===== src/hw/stepper_cmd_pkg.sv =====
/*
  Constants, field layout and phase encoding for the stepper serial command and stop logic.
  Assumes a single 100 MHz system clock; all pins are sampled as synchronous inputs.
*/
package stepper_cmd_pkg;

  localparam int CLK_PERIOD_NS = 10;
  localparam int WORD_BITS     = 16;
  localparam int ADDR_LSB      = 13;
  localparam int PAYLOAD_BITS  = 13;
  localparam int NUM_WORDS     = 6;

  // Configuration word addresses.
  localparam logic [2:0] ADDR_START_WAIT = 3'h0;
  localparam logic [2:0] ADDR_CHOP       = 3'h1;
  localparam logic [2:0] ADDR_DRIVE      = 3'h2;
  localparam logic [2:0] ADDR_RAMP_MULT  = 3'h3;
  localparam logic [2:0] ADDR_PERIOD     = 3'h4;
  localparam logic [2:0] ADDR_COUNT      = 3'h5;
  localparam logic [2:0] ADDR_LAST       = 3'h5;

  // Field positions inside the payloads.
  localparam int START_WAIT_LSB = 0;
  localparam int EXC_WAIT_LSB   = 6;
  localparam int CHOP_LSB       = 0;
  localparam int CURRENT_LSB    = 0;
  localparam int DIR_BIT        = 5;
  localparam int STOP_BIT       = 6;
  localparam int OUT_EN_BIT     = 7;
  localparam int MODE_BIT       = 8;
  localparam int TWO_CUR_BIT    = 9;
  localparam int FLAG_ONCE_BIT  = 10;
  localparam int FLAG_70_BIT    = 11;
  localparam int MULT_LSB       = 0;

  // Excitation positions on the 64-step cycle; index 0 is ch1 +100 %, ch2 0 %.
  localparam logic [5:0] POS_RESET      = 6'h00;
  localparam logic [5:0] POS_TWO_PHASE  = 6'h08;
  localparam logic [3:0] QUARTER_ONE    = 4'h0;
  localparam logic [3:0] QUARTER_TWO    = 4'h8;
  localparam logic [5:0] MICRO_STEP     = 6'h01;
  localparam logic [5:0] TWO_PHASE_STEP = 6'h10;

  // Oscillator edges per wait-time unit and the shortest step period.
  localparam logic [3:0]  OSC_TICKS_PER_UNIT = 4'h8;
  localparam logic [12:0] MIN_PERIOD         = 13'h0001;

  typedef enum logic [2:0] {
    PH_IDLE       = 3'b000,
    PH_START_WAIT = 3'b001,
    PH_EXC_WAIT   = 3'b011,
    PH_RUN        = 3'b010,
    PH_HOLD       = 3'b110
  } phase_t;

endpackage


===== src/hw/serial_word_receiver.sv =====
/*
  Three-wire serial word receiver: shift clock, data and word strobe, LSB first.
  Assumes the pins are synchronous to clk and much slower than it.
*/
`timescale 1ns/1ns
module serial_word_receiver (
  input  wire logic        clk,
  input  wire logic        rst_n,
  input  wire logic        accept,
  input  wire logic        shiftClk,
  input  wire logic        serialDataIn,
  input  wire logic        wordStrobe,
  output logic             wordValid,
  output logic [15:0]      wordData,
  output logic             strobeFall
);
  import stepper_cmd_pkg::*;

  typedef struct packed {
    logic        sclkPrev;
    logic        strobePrev;
    logic [15:0] shift;
    logic [3:0]  bitCnt;
    logic        wordValid;
    logic [15:0] wordData;
    logic        strobeFall;
  } rx_state_t;

  rx_state_t st_r;
  rx_state_t st_nxt;

  always_comb begin
    st_nxt            = st_r;
    st_nxt.wordValid  = 1'b0;
    st_nxt.strobeFall = 1'b0;
    st_nxt.sclkPrev   = shiftClk;
    st_nxt.strobePrev = wordStrobe;
    if (accept && wordStrobe && shiftClk && !st_r.sclkPrev) begin
      st_nxt.shift  = {serialDataIn, st_r.shift[15:1]};
      st_nxt.bitCnt = st_r.bitCnt + 4'h1;
      if (st_r.bitCnt == 4'hf) begin
        st_nxt.wordValid = 1'b1;
        st_nxt.wordData  = {serialDataIn, st_r.shift[15:1]};
      end
    end
    if (st_r.strobePrev && !wordStrobe) begin
      st_nxt.strobeFall = 1'b1;
      st_nxt.bitCnt     = 4'h0;
    end
    if (!accept) begin
      st_nxt.bitCnt = 4'h0;
    end
  end

  always_ff @(posedge clk or negedge rst_n) begin
    if (!rst_n) begin
      st_r <= '0;
    end else begin
      st_r <= st_nxt;
    end
  end

  assign wordValid  = st_r.wordValid;
  assign wordData   = st_r.wordData;
  assign strobeFall = st_r.strobeFall;

  blocked_rx_a: assert property (@(posedge clk) disable iff (!rst_n)
    !accept |=> !st_r.wordValid) else $error("word taken while input blocked");

  word_len_a: assert property (@(posedge clk) disable iff (!rst_n)
    st_r.strobeFall |-> (st_r.bitCnt == 4'h0)) else $error("partial bits kept past strobe fall");

endmodule // serial_word_receiver


===== src/hw/stepper_serial_command_stop_logic.sv =====
/*
  Command, phase-position flag and stop-mode logic of a two-channel stepper microstep driver.
  Assumes all pins are synchronous to clk; the oscillator pin is sampled and its rising edges time the stepping.
*/
`timescale 1ns/1ns
module stepper_serial_command_stop_logic (
  input  wire logic        clk,
  input  wire logic        rst_n,
  input  wire logic        shiftClk,
  input  wire logic        serialDataIn,
  input  wire logic        wordStrobe,
  input  wire logic        resetInN,
  input  wire logic        outputEnable,
  input  wire logic        oscillatorClockIn,
  output logic             phasePositionFlagOut,
  output logic             phasePositionFlagOe,
  output logic             motorOutEnable,
  output logic             stepPulse,
  output logic [5:0]       excitationIndex,
  output logic             twoPhaseMode,
  output logic             twoPhaseCurrentSel,
  output logic [4:0]       motorCurrent,
  output logic [5:0]       chopFrequency,
  output stepper_cmd_pkg::phase_t drivePhase
);
  import stepper_cmd_pkg::*;

  typedef struct packed {
    logic [5:0][12:0] cfg;
    logic [5:0][12:0] pend;
    logic [5:0]       pendValid;
    phase_t           phase;
    logic [5:0]       waitCnt;
    logic [12:0]      periodCnt;
    logic [15:0]      pulsesLeft;
    logic [5:0]       pos;
    logic             oscPrev;
    logic [3:0]       unitCnt;
    logic             energized;
    logic             stepPulse;
    logic             flagOut;
    logic             flagOe;
    logic             motorOn;
  } drv_state_t;

  drv_state_t st_r;
  drv_state_t st_nxt;

  logic        accept;
  logic        wordValid;
  logic [15:0] wordData;
  logic        strobeFall;
  logic        oscTick;
  logic        unitTick;
  logic        stopMode;
  logic        twoPhase;
  logic [2:0]  wordAddr;
  logic [15:0] pulsesTotal;
  logic [12:0] periodLoad;
  logic [5:0]  stepSize;
  logic        inWait;

  function automatic logic flagLow(input logic [5:0] p, input logic tp, input logic sel70,
                                   input logic once);
    logic [3:0] q;
    q = sel70 ? QUARTER_TWO : QUARTER_ONE;
    if (tp) begin
      return p == POS_TWO_PHASE;
    end else if (once) begin
      return p == {2'b00, q};
    end
    return p[3:0] == q;
  endfunction

  // Inputs are dropped in the wait phases and whenever the driver is held off.
  assign inWait = (st_r.phase == PH_START_WAIT) || (st_r.phase == PH_EXC_WAIT);
  assign accept = resetInN && outputEnable && !inWait;

  serial_word_receiver serial_word_receiver_inst (
    .clk          (clk),
    .rst_n        (rst_n),
    .accept       (accept),
    .shiftClk     (shiftClk),
    .serialDataIn (serialDataIn),
    .wordStrobe   (wordStrobe),
    .wordValid    (wordValid),
    .wordData     (wordData),
    .strobeFall   (strobeFall)
  );

  assign oscTick  = oscillatorClockIn && !st_r.oscPrev;
  assign unitTick = oscTick && (st_r.unitCnt == OSC_TICKS_PER_UNIT - 4'h1);
  assign wordAddr = wordData[15:ADDR_LSB];
  assign stopMode = st_r.cfg[ADDR_DRIVE][STOP_BIT];
  assign twoPhase = st_r.cfg[ADDR_DRIVE][MODE_BIT];
  assign stepSize = twoPhase ? TWO_PHASE_STEP : MICRO_STEP;
  assign pulsesTotal = 16'(st_r.cfg[ADDR_COUNT]) << st_r.cfg[ADDR_RAMP_MULT][MULT_LSB +: 2];
  assign periodLoad  = (st_r.cfg[ADDR_PERIOD] == 13'h0000) ? MIN_PERIOD : st_r.cfg[ADDR_PERIOD];

  always_comb begin
    st_nxt           = st_r;
    st_nxt.stepPulse = 1'b0;
    st_nxt.oscPrev   = oscillatorClockIn;
    if (oscTick) begin
      st_nxt.unitCnt = unitTick ? 4'h0 : st_r.unitCnt + 4'h1;
    end

    if (wordValid && accept) begin
      if (wordAddr <= ADDR_LAST) begin
        st_nxt.pend[wordAddr]      = wordData[PAYLOAD_BITS-1:0];
        st_nxt.pendValid[wordAddr] = 1'b1;
      end
    end

    if (strobeFall) begin
      for (int a = 0; a < NUM_WORDS; a++) begin
        if (st_nxt.pendValid[a]) begin
          st_nxt.cfg[a] = st_nxt.pend[a];
        end
      end
      st_nxt.pendValid = '0;
    end

    case (st_r.phase)
      PH_IDLE, PH_HOLD: begin
        // A committed step count launches a new move.
        if (strobeFall && st_nxt.pendValid == '0 && st_r.pendValid[ADDR_COUNT]) begin
          st_nxt.phase   = PH_START_WAIT;
          st_nxt.waitCnt = st_r.cfg[ADDR_START_WAIT][START_WAIT_LSB +: 6];
          st_nxt.unitCnt = 4'h0;
        end else if (st_r.phase == PH_HOLD && !stopMode) begin
          st_nxt.phase = PH_IDLE;
        end
      end
      PH_START_WAIT: begin
        if (st_r.waitCnt == 6'h00) begin
          st_nxt.phase     = PH_EXC_WAIT;
          st_nxt.energized = 1'b1;
          st_nxt.waitCnt   = st_r.cfg[ADDR_START_WAIT][EXC_WAIT_LSB +: 6];
        end else if (unitTick) begin
          st_nxt.waitCnt = st_r.waitCnt - 6'h01;
        end
      end
      PH_EXC_WAIT: begin
        if (st_r.waitCnt == 6'h00) begin
          st_nxt.phase      = PH_RUN;
          st_nxt.periodCnt  = periodLoad;
          st_nxt.pulsesLeft = pulsesTotal;
        end else if (unitTick) begin
          st_nxt.waitCnt = st_r.waitCnt - 6'h01;
        end
      end
      PH_RUN: begin
        if (stopMode ? !st_r.flagOut : (st_r.pulsesLeft == 16'h0000)) begin
          st_nxt.phase = stopMode ? PH_HOLD : PH_IDLE;
        end else if (oscTick && outputEnable) begin
          // steps need oscillator.
          // Standby blocks the step; only the two-phase snap and the reset input move the position without a pulse.
          if (st_r.periodCnt <= MIN_PERIOD) begin
            st_nxt.stepPulse = 1'b1;
            st_nxt.periodCnt = periodLoad;
            st_nxt.pos       = st_r.cfg[ADDR_DRIVE][DIR_BIT] ? st_r.pos - stepSize : st_r.pos + stepSize;
            if (!stopMode) begin
              st_nxt.pulsesLeft = st_r.pulsesLeft - 16'h0001;
            end
          end else begin
            st_nxt.periodCnt = st_r.periodCnt - 13'h0001;
          end
        end
      end
      default: begin
        st_nxt.phase = PH_IDLE;
      end
    endcase

    // Two-phase drive sits on the diagonal positions only.
    if (st_nxt.cfg[ADDR_DRIVE][MODE_BIT] && st_nxt.pos[3:0] != QUARTER_TWO) begin
      st_nxt.pos = {st_nxt.pos[5:4], QUARTER_TWO};
    end

    if (!outputEnable) begin
      st_nxt.phase     = PH_IDLE;
      st_nxt.stepPulse = 1'b0;
    end

    st_nxt.flagOut = !flagLow(st_nxt.pos, st_nxt.cfg[ADDR_DRIVE][MODE_BIT],
                              st_nxt.cfg[ADDR_DRIVE][FLAG_70_BIT], st_nxt.cfg[ADDR_DRIVE][FLAG_ONCE_BIT]);
    st_nxt.flagOe  = resetInN && outputEnable;
    st_nxt.motorOn = resetInN && outputEnable && st_nxt.energized && st_nxt.cfg[ADDR_DRIVE][OUT_EN_BIT];

    if (!resetInN) begin
      st_nxt         = '0;
      st_nxt.pos     = POS_RESET;
      st_nxt.flagOut = 1'b0;
      // The edge detector keeps tracking the pin, so no false tick follows the clear.
      st_nxt.oscPrev = oscillatorClockIn;
    end
  end

  // Holding reset in one register image keeps every output a plain flop.
  always_ff @(posedge clk or negedge rst_n) begin
    if (!rst_n) begin
      st_r <= '0;
    end else begin
      st_r <= st_nxt;
    end
  end

  assign phasePositionFlagOut = st_r.flagOut;
  assign phasePositionFlagOe  = st_r.flagOe;
  assign motorOutEnable       = st_r.motorOn;
  assign stepPulse            = st_r.stepPulse;
  assign excitationIndex      = st_r.pos;
  assign twoPhaseMode         = st_r.cfg[ADDR_DRIVE][MODE_BIT];
  assign twoPhaseCurrentSel   = st_r.cfg[ADDR_DRIVE][TWO_CUR_BIT];
  assign motorCurrent         = st_r.cfg[ADDR_DRIVE][CURRENT_LSB +: 5];
  assign chopFrequency        = st_r.cfg[ADDR_CHOP][CHOP_LSB +: 6];
  assign drivePhase           = st_r.phase;

  cfg_hold_a: assert property (@(posedge clk) disable iff (!rst_n)
    (resetInN && !strobeFall) |=> (st_r.cfg == $past(st_r.cfg))) else $error("configuration moved without commit");

  unmapped_drop_a: assert property (@(posedge clk) disable iff (!rst_n)
    (resetInN && wordValid && wordAddr > ADDR_LAST && !strobeFall) |=> (st_r.pendValid == $past(st_r.pendValid)))
    else $error("unmapped word was stored");

  wait_ignore_a: assert property (@(posedge clk) disable iff (!rst_n)
    (resetInN && inWait && !strobeFall) |=> (st_r.pendValid == $past(st_r.pendValid)))
    else $error("word stored during wait phase");

  flag_float_a: assert property (@(posedge clk) disable iff (!rst_n)
    (!resetInN || !outputEnable) |=> (!st_r.flagOe && !st_r.motorOn)) else $error("flag driven while held off");

  reset_clear_a: assert property (@(posedge clk) disable iff (!rst_n)
    !resetInN |=> (st_r.cfg == '0 && st_r.pos == POS_RESET && st_r.phase == PH_IDLE))
    else $error("reset input did not clear state");

  step_osc_a: assert property (@(posedge clk) disable iff (!rst_n)
    st_r.stepPulse |-> ($past(oscillatorClockIn) && !$past(st_r.oscPrev))) else $error("step without oscillator edge");

  stop_hold_a: assert property (@(posedge clk) disable iff (!rst_n)
    (st_r.phase == PH_RUN && stopMode && !st_r.flagOut && resetInN && outputEnable)
    |=> (st_r.phase == PH_HOLD && !st_r.stepPulse) ##1 !st_r.stepPulse) else $error("stop mode kept stepping");

  step_moves_a: assert property (@(posedge clk) disable iff (!rst_n)
    (st_r.stepPulse && $past(resetInN)) |-> (st_r.pos != $past(st_r.pos))) else $error("step pulse without motion");

  commit_apply_a: assert property (@(posedge clk) disable iff (!rst_n)
    (resetInN && strobeFall && !wordValid && st_r.pendValid[ADDR_DRIVE])
    |=> (st_r.cfg[ADDR_DRIVE] == $past(st_r.pend[ADDR_DRIVE]))) else $error("pending word not applied at commit");

  pend_last_a: assert property (@(posedge clk) disable iff (!rst_n)
    (accept && wordValid && !strobeFall && wordAddr == ADDR_DRIVE)
    |=> (st_r.pendValid[ADDR_DRIVE] && st_r.pend[ADDR_DRIVE] == $past(wordData[PAYLOAD_BITS-1:0])))
    else $error("latest word did not replace pending word");

  flag_micro_a: assert property (@(posedge clk) disable iff (!rst_n)
    (!st_r.cfg[ADDR_DRIVE][MODE_BIT] && !st_r.cfg[ADDR_DRIVE][FLAG_70_BIT] && !st_r.cfg[ADDR_DRIVE][FLAG_ONCE_BIT])
    |-> (st_r.flagOut == (st_r.pos[3:0] != QUARTER_ONE))) else $error("microstep flag off its position");

  flag_two_a: assert property (@(posedge clk) disable iff (!rst_n)
    st_r.cfg[ADDR_DRIVE][MODE_BIT] |-> (st_r.flagOut == (st_r.pos != POS_TWO_PHASE)))
    else $error("two-phase flag off its position");

  standby_hold_a: assert property (@(posedge clk) disable iff (!rst_n)
    (resetInN && !outputEnable && !strobeFall)
    |=> (st_r.phase == PH_IDLE && !st_r.stepPulse && st_r.pos == $past(st_r.pos))) else $error("standby moved the drive");

  osc_hold_a: assert property (@(posedge clk) disable iff (!rst_n)
    (resetInN && !oscTick && !strobeFall) |=> (!st_r.stepPulse && st_r.pos == $past(st_r.pos)))
    else $error("drive moved without oscillator edge");

  hold_resume_a: assert property (@(posedge clk) disable iff (!rst_n)
    (resetInN && outputEnable && st_r.phase == PH_HOLD && !stopMode && !strobeFall) |=> (st_r.phase == PH_IDLE))
    else $error("stop hold not left after release");

endmodule // stepper_serial_command_stop_logic


===== config.mk =====
export PLATFORM = sky130hd
export DESIGN_NAME = stepper_serial_command_stop_logic
export DESIGN_NICKNAME = d
export VERILOG_FILES = /design/src/hw/stepper_cmd_pkg.sv /design/src/hw/serial_word_receiver.sv /design/src/hw/stepper_serial_command_stop_logic.sv
export SDC_FILE = /design/constraint.sdc
export NUM_CORES = 1
export LEC_CHECK = 0
export BUFFER_PORTS_ARGS = -buffer_cell sky130_fd_sc_hd__buf_2
export CAP_MARGIN = 15
export CORE_ASPECT_RATIO = 0.9
export CORE_MARGIN = 1
export CORE_UTILIZATION = 45
export CTS_BUF_LIST = sky130_fd_sc_hd__clkbuf_4 sky130_fd_sc_hd__clkbuf_8
export CTS_CLUSTER_DIAMETER = 80
export CTS_CLUSTER_SIZE = 30
export DETAILED_ROUTE_END_ITERATION = 10
export PLACE_DENSITY = 0.71
export SYNTH_ARGS = -nofsm -noshare
export SYNTH_HDL_FRONTEND = slang
export SYNTH_SLANG_ARGS = --single-unit
export TNS_END_PERCENT = 5

===== constraint.sdc =====
create_clock -name clk -period 7.2 [get_ports clk]
set_input_delay 0 -clock clk [delete_from_list [all_inputs] [get_ports clk]]
set_output_delay 0 -clock clk [all_outputs]
set_load 0.02 [all_outputs]

==> results of run 1 <==
-- logic make-up (layout without fill, tap and decap cells) --
family / count (synthesis) / count (layout) / synth area share, %
DFF: 215 / 215 / 52.03
buffers and inverters: 94 / 85 / 4.296
xor gates and xnor gates: 17 / 17 / 1.440
AOI/OAI and AO/OA: 249 / 249 / 15.57
and+or+nand+nor: 349 / 349 / 16.41
adders and majority gates: 13 / 13 / 1.646
muxes: 82 / 82 / 8.604
-- critical path, stage by stage, from the launching register on --
cell,delay (ns)
dfrtp_1,0.55
nor2b_1,0.53
nand2_1,0.48
or4_1,0.94
or3_1,0.46
and3_1,0.18
o21ai_1,0.12
a21oi_1,0.08
-- layout make-up --
| type | instances | area, um2 |
|---|---|---|
| fillers | 2064 | 11610 |
| flip-flops and latches | 215 | 5380 |
| repair buffers | 50 | 317.8 |
| multi-input cells | 710 | 4528 |
| clock inverters | 6 | 62.56 |
| well taps | 297 | 371.6 |
| clock buffers | 13 | 178.9 |
| inverters | 16 | 60.06 |
-- state kept, by name (all words and copies together) (netlist names), 3 cells and up --
signal                              count
serial_word_receiver_inst.st_r         21
serial_word_receiver_inst.wordData     16
motorCurrent                            5
drivePhase                              3
st_r                                  150
chopFrequency                           6
excitationIndex                         6
-- routing by layer --
metal | share of wire (%) | GRT usage (%)
met1 | 49 | 30.90
met4 | 1.5 | 4.670
met2 | 46 | 31.05
met5 | 0 | 0
met3 | 4.0 | 2.451
-- final timing paths --
kind / start / end / slack [ns] / cells past startpoint
worst max-delay path: drivePhase[1]$_DFFE_PN0P_ / phasePositionFlagOut$_DFF_PN0_ / 3.69 / 7
worst min register to register: st_r[4]$_DFF_PN0_ / st_r[4]$_DFF_PN0_ / 0.51 / 2
worst min-delay path: resetInN / twoPhaseCurrentSel$_DFFE_PN0P_ / 0.05 / 3
max in group asynchronous: rst_n / st_r[96]$_DFF_PN0_ / 5.38 / 3
worst max register to register: drivePhase[1]$_DFFE_PN0P_ / phasePositionFlagOut$_DFF_PN0_ / 3.69 / 7
min in group asynchronous: rst_n / drivePhase[1]$_DFFE_PN0P_ / 0.17 / 2
-- power groups by stage --
stage	Clock (uW)	Combinational (uW)	Sequential, uW
5_1_grt	638	75.9	1220
2_1_floorplan	0	29.7	1240
3_3_place_gp	0	65.2	1240
3_5_place_dp	0	65.7	1240
6_report	583	66.5	1220
4_1_cts	598	68.4	1220
-- cells in the final DEF, fill, tap and decap left out, types with 5 or more instances in the layout --
cell / count
a211oi_1: 10
a21oi_1: 73
a22o_1: 48
buf_2: 32
buf_4: 11
clkbuf_8: 13
dfrtp_1: 215
dlygate4sd3_1: 6
ha_1: 12
inv_1: 15
mux2_2: 35
mux2i_1: 45
nand2_1: 109
nand2b_1: 8
nand3_1: 20
nand4_1: 5
nor2_1: 103
nor2b_1: 14
nor3_1: 22
nor4_1: 13
o21a_1: 7
o21ai_0: 65
o2bb2ai_1: 5
or2_2: 7
or3_1: 10
or4_1: 7
xnor2_1: 6
xor2_1: 11
-- repair_timing --
item | 4_1_cts | 5_1_grt
gates resized for setup | 0 | 0
setup buffers | 0 | 0
hold buffers | 6 | 0
hold endpoints to repair | 140 | 0
-- through the flow --
stage | total power, uW | hold WS, ns
finish | 1870 | 0.04683
global route | 1936 | 0.06931
CTS | 1887 | 0.03101
detailed placement | 1309 | 0.1225
global placement | 1308 | 0.1212
floorplan | 1271 | -0.2956
==> key figures, run 1 <==
Timing
  • Min setup slack post-route: 3.695 ns
  • Final setup skew: 0.03628 ns
  • Final setup fails: 0
  • Post-route setup TNS: 0 ns
  • Final Hold Fails: 0
  • Maximum operating frequency: 285.3 MHz
  • RSZ-0062 raised after global routing: no
  • Relative slew slack: 30.86%
  • Period minus WS final: 3.505 ns
  • Period utilization: 48.68%
  • Final Slew Violations: 0
  • Slew @ Worst Pin: 1.037 ns

Die
  • Die area: approximately 24000 um2
  • Row cnt: 52
  • Starting Density: 45.93%
  • Die width: 161.8 um
  • Die Ht: 145.8 um
  • Core footprint: 22510 um2
  • I/O Pins: 34

Global route
  • Overall Global Routing Usage: 20.35%
  • Largest net degree at the start of global routing: 133
  • Vias in the first global route: between 7000 and 8000
  • GRT overflow: 0
  • Global-route wire length before repair: 38870 um
  • Antenna violations before repair: 0

Detailed routing
  • WL/cell: 18.02 um
  • Drt via density: between 5 and 6
  • Pre-antenna DRT Iters: 5
  • Starting DRT DRC Count: 879
  • DR DRC count: 0
  • Routed wire length: 23560 um
  • Via count: ~7500
  • Post-route antenna net violation count: 0

Placed design
  • Dpl ws: 3.842 ns
  • RD Place Congestion: 0.8881
  • Placed cell area: 10600 um2
  • Dpl hpwl: ~16000 um
  • # placed instances: between 1000 and 1500
  • Buffers added on ports: 33

Yosys
  • Mapped Avg Cell Area: about 10 um2
  • Yosys reg bits: 215
  • Async S/R FF share, synth: 100.0%
  • Synthesized area: 10340 um2
  • Most instantiated library cell after synthesis: dfrtp_1
  • Top-area cell type share of the netlist area: between 50 and 60%
  • Most common library cells after synthesis: 215 x dfrtp_1, 109 x nand2_1, 103 x nor2_1
  • Most used DFF post-synth: dfrtp_1
  • Top cell type by total area after synthesis: dfrtp_1
  • Sequential area share after synthesis: 52.03%
  • Synth cell types: 67
  • Gate Count Post-Synth: 1019
  • Number of synthesized flops with an enable pin: 0
  • Synth Warn #: 0
  • Synth top area cells: dfrtp_1 52%, mux2i_1 4.4%, a22o_1 4.1%
  • Synth Net Count: about 1000

Power and ir drop
  • Clock power frac: a little under a third
  • Worst vdd ir: 0.09517 mV
  • Int Pwr: between 1000 and 1500 uW
  • Part of the power in registers: about two thirds
  • Switching part of the total: around a quarter
  • Psw: between 400 and 500 uW
  • Logic pwr share: approximately 3.6%
  • Leakage power: approximately 0.0051 uW
  • PwrDens: 171.6 nW/um2

Clock network
  • Clk_lat worst skew: 0.54 ns
  • Clock-pin slew on the worst setup and hold paths: 0.18 ns
  • TritonCTS clock tree: built
  • Max clock buf depth: 3
  • Clock buffer count from CTS: 12
  • CTS root buf: clkbuf_8
  • CTS Sinks: 215
  • H-Tree Depth: 1

Worst setup path
  • Setup CP Type: reg -> reg
  • Critical path arrival: 3.87 ns
  • Worst EP required: 7.57 ns
  • Crit-path max FO: 18
  • CP Launch Type: flip-flop
  • CP Capture Type: flip-flop

Run
  • Max-capacitance violation count: 0

Min path
  • Hold Crit Class: in -> reg

Finish
  • Share of cells above drive strength 1: about an eighth
  • Area delta synth->final: 5.409%
  • Final std cell area, no fill: 10900 um2
  • Antenna fix cells: 0
  • Layout Cells excl Fill: 1307
  • Final core area utilization: 48.42%
  • Nets: 1026

Status
  • Outcome: completed
No activity file was read; power rests on OpenSTA's default activity.
==> run 2, diff against run 1 <==
--- a/config.mk
+++ b/config.mk
@@ -14,7 +14,7 @@
 export CTS_CLUSTER_DIAMETER = 80
 export CTS_CLUSTER_SIZE = 30
 export DETAILED_ROUTE_END_ITERATION = 10
-export PLACE_DENSITY = 0.71
+export PLACE_DENSITY = 0.73
 export SYNTH_ARGS = -nofsm -noshare
 export SYNTH_HDL_FRONTEND = slang
 export SYNTH_SLANG_ARGS = --single-unit
==> constraint.sdc (replaced) <==
create_clock -name clk -period 2.99 [get_ports clk]
set_input_delay 0 -clock clk [delete_from_list [all_inputs] [get_ports clk]]
set_output_delay 0 -clock clk [all_outputs]
set_load 0.02 [all_outputs]
==> key figures, run 2 (synthesized netlist as in run 1, its figures left out) <==
Global route
  • Overall Global Routing Usage: 20.98% (was 20.35%)
  • Antenna violations before repair: 0 (unchanged)
  • Global-route wire length before repair: 39650 um (was 38870 um)
  • GRT overflow: 0 (unchanged)
  • Largest net degree at the start of global routing: 101 (was 133)
  • Vias in the first global route: 7250 (was 7096)

Worst setup path
  • Crit-path slowest cell: or4b_4 (was or4_1)
  • CP Buf/Inv Count: 1 (was 0)
  • CP cell instances: inv_1 > ha_1 > or4b_4 > or3_1 > nand2b_4 > o211a_1 > a211oi_2 > mux2i_1 > nor2_1 (was nor2b_1 > nand2_1 > or4_1 > or3_1 > and3_1 > o21ai_1 > a21oi_1)
  • Setup CP Type: reg -> reg (unchanged)
  • Worst EP required: 3.45 ns (was 7.57 ns)
  • Crit-path max FO: 5 (was 18)
  • Critical path arrival: 3.25 ns (was 3.87 ns)
  • Critical Path Max Stage Delay: 0.51 ns (was 0.94 ns)
  • Largest delay contributor family on the critical path: simple AND/OR/NAND/NOR gates (unchanged)
  • CP Launch Type: flip-flop (unchanged)
  • CP Capture Type: flip-flop (unchanged)

Timing
  • Final setup fails: 0 (unchanged)
  • Relative slew slack: 31.19% (was 30.86%)
  • Hold Slack: 0.04271 ns (was 0.04683 ns)
  • Final Slew Violations: 0 (unchanged)
  • Slew @ Worst Pin: 1.019 ns (was 1.037 ns)
  • Period minus WS final: 2.793 ns (was 3.505 ns)
  • Final setup skew: 0.05895 ns (was 0.03628 ns)
  • Period utilization: 93.42% (was 48.68%)
  • Final Hold Fails: 0 (unchanged)
  • Maximum operating frequency: 358.0 MHz (was 285.3 MHz)
  • RSZ-0062 raised after global routing: no (unchanged)
  • Post-route setup TNS: 0 ns (unchanged)

Finish
  • Filler instances: 2102 (was 2064)
  • Antenna fix cells: 0 (unchanged)
  • Area delta synth->final: 7.514% (was 5.409%)
  • Commonest non-fill, non-tap cell in the layout: dfrtp_1 (unchanged)
  • Top reg by flops: st_r (unchanged)
  • Multi-input gate area: 4528 um2 (unchanged)
  • Share of cells above drive strength 1: 14.13% (was 12.18%)
  • Most frequent cells in the layout: 215 x dfrtp_1, 109 x nand2_1, 103 x nor2_1 (unchanged)
  • Sequential cell area: 5380 um2 (unchanged)
  • Layout Cells excl Fill: 1330 (was 1307)
  • Nets: 1050 (was 1026)
  • Final core area utilization: 49.38% (was 48.42%)
  • Number of flip-flops under the largest register name: 150 (unchanged)

Placed design
  • # placed instances: 1306 (was 1282)
  • Dpl hpwl: 16800 um (was 15620 um)
  • RD Place Congestion: 0.8977 (was 0.8881)
  • Buffers added on ports: 33 (unchanged)

Power and ir drop
  • Tot Pwr: 4626 uW (was 1870 uW)
  • Clock power frac: 32.6% (was 31.2%)
  • Worst vdd ir: 0.2519 mV (was 0.09517 mV)
  • PwrDens: 416.1 nW/um2 (was 171.6 nW/um2)
  • Switching part of the total: 24.20% (was 24.41%)
  • Part of the power in registers: 63.6% (was 65.3%)
  • Int Pwr: 3506 uW (was 1414 uW)
  • Logic pwr share: 3.8% (was 3.6%)
  • Leakage power: 0.005193 uW (was 0.005062 uW)
  • Psw: 1120 uW (was 456.5 uW)

Detailed routing
  • Drt via density: 5.717 (was 5.746)
  • Starting DRT DRC Count: 603 (was 879)
  • WL/cell: 18.19 um (was 18.02 um)
  • Via count: 7604 (was 7510)
  • Routed wire length: 24190 um (was 23560 um)
  • Post-route antenna net violation count: 0 (unchanged)
  • DR DRC count: 0 (unchanged)
  • Pre-antenna DRT Iters: 5 (unchanged)

Clock network
  • Setup bufs post-CTS: 0 (unchanged)
  • Clock buffer count from CTS: 12 (unchanged)
  • Clk_lat worst skew: 0.54 ns (about the same)
  • CTS root buf: clkbuf_8 (unchanged)
  • CTS Sinks: 215 (unchanged)
  • Clock-pin slew on the worst setup and hold paths: 0.17 ns (was 0.18 ns)
  • H-Tree Depth: 1 (unchanged)
  • Max clock buf depth: 3 (unchanged)
  • TritonCTS clock tree: built (unchanged)

Status
  • Outcome: completed (unchanged)

Die
  • I/O Pins: 34 (unchanged)
  • Starting Density: 45.93% (unchanged)
  • Die Ht: 145.8 um (unchanged)
  • Row cnt: 52 (unchanged)
  • Die width: 161.8 um (unchanged)
  • Die area: 23590 um2 (unchanged)
  • Core footprint: 22510 um2 (unchanged)

Min path
  • Hold Crit Class: in -> reg (unchanged)

Run
  • Max-capacitance violation count: 0 (unchanged)
## run 2: worst reg2reg max path: stages, from the launching register on
cell      delay, ns
dfrtp_1        0.43
inv_1          0.10
ha_1           0.20
or4b_4         0.51
or3_1          0.41
nand2b_4       0.18
o211a_1        0.24
a211oi_2       0.35
mux2i_1        0.24
nor2_1         0.06
## run 2: final cells by class
type / instances / area share [%]
flip-flops and latches: 215 / 48.40
multi-input cells: 710 / 40.73
repair buffers: 74 / 4.592
well taps: 297 / 3.343
clock buffers: 13 / 1.609
clock inverters: 5 / 0.7878
inverters: 16 / 0.5402
## run 2: worst paths after layout
check / from / endpoint / slack (ns) / cells past startpoint
min: resetInN / motorCurrent[1]$_DFFE_PN0P_ / 0.04 / 4
max in group asynchronous: rst_n / st_r[19]$_DFFE_PN0P_ / 2.03 / 3
max: st_r[16]$_DFFE_PN0P_ / drivePhase[2]$_DFFE_PN0P_ / 0.20 / 9
min in group asynchronous: rst_n / st_r[6]$_DFF_PN0_ / 0.08 / 2
max reg2reg: st_r[16]$_DFFE_PN0P_ / drivePhase[2]$_DFFE_PN0P_ / 0.20 / 9
min reg2reg: st_r[4]$_DFF_PN0_ / st_r[4]$_DFF_PN0_ / 0.51 / 2
## run 2: stage by stage
step	setup slack, ns	area [um2]
6_report	0.1966	11120
5_1_grt	0.04152	11120
4_1_cts	0.1355	11120
3_5_place_dp	0.1877	10790
3_3_place_gp	0.2907	10790
2_1_floorplan	0.4419	10340
## run 2: routing by layer
| metal | global-route usage, % | vias up | share of wire [%] |
|---|---|---|---|
| li1 | - | 3619 | - |
| met5 | 0 | - | 0 |
| met3 | 2.907 | 27 | 5.8 |
| met1 | 32.22 | 3748 | 48 |
| met2 | 31.50 | 210 | 44 |
| met4 | 4.387 | 0 | 1.5 |
## run 2: power groups by stage
| stage | clock network (uW) | registers, uW | logic, uW |
|---|---|---|---|
| floorplan | 0 | 2990 | 71.6 |
| global placement | 0 | 2990 | 173 |
| detailed placement | 0 | 2990 | 175 |
| CTS | 1560 | 2940 | 182 |
| global route | 1640 | 2940 | 198 |
| finish | 1510 | 2940 | 177 |
## run 2: what timing repair did
action / CTS / global route
endpoints found under the hold margin: 105 / 0
setup endpoints to repair: 0 / 4
resized for setup: 0 / 1
hold buffers: 6 / 0
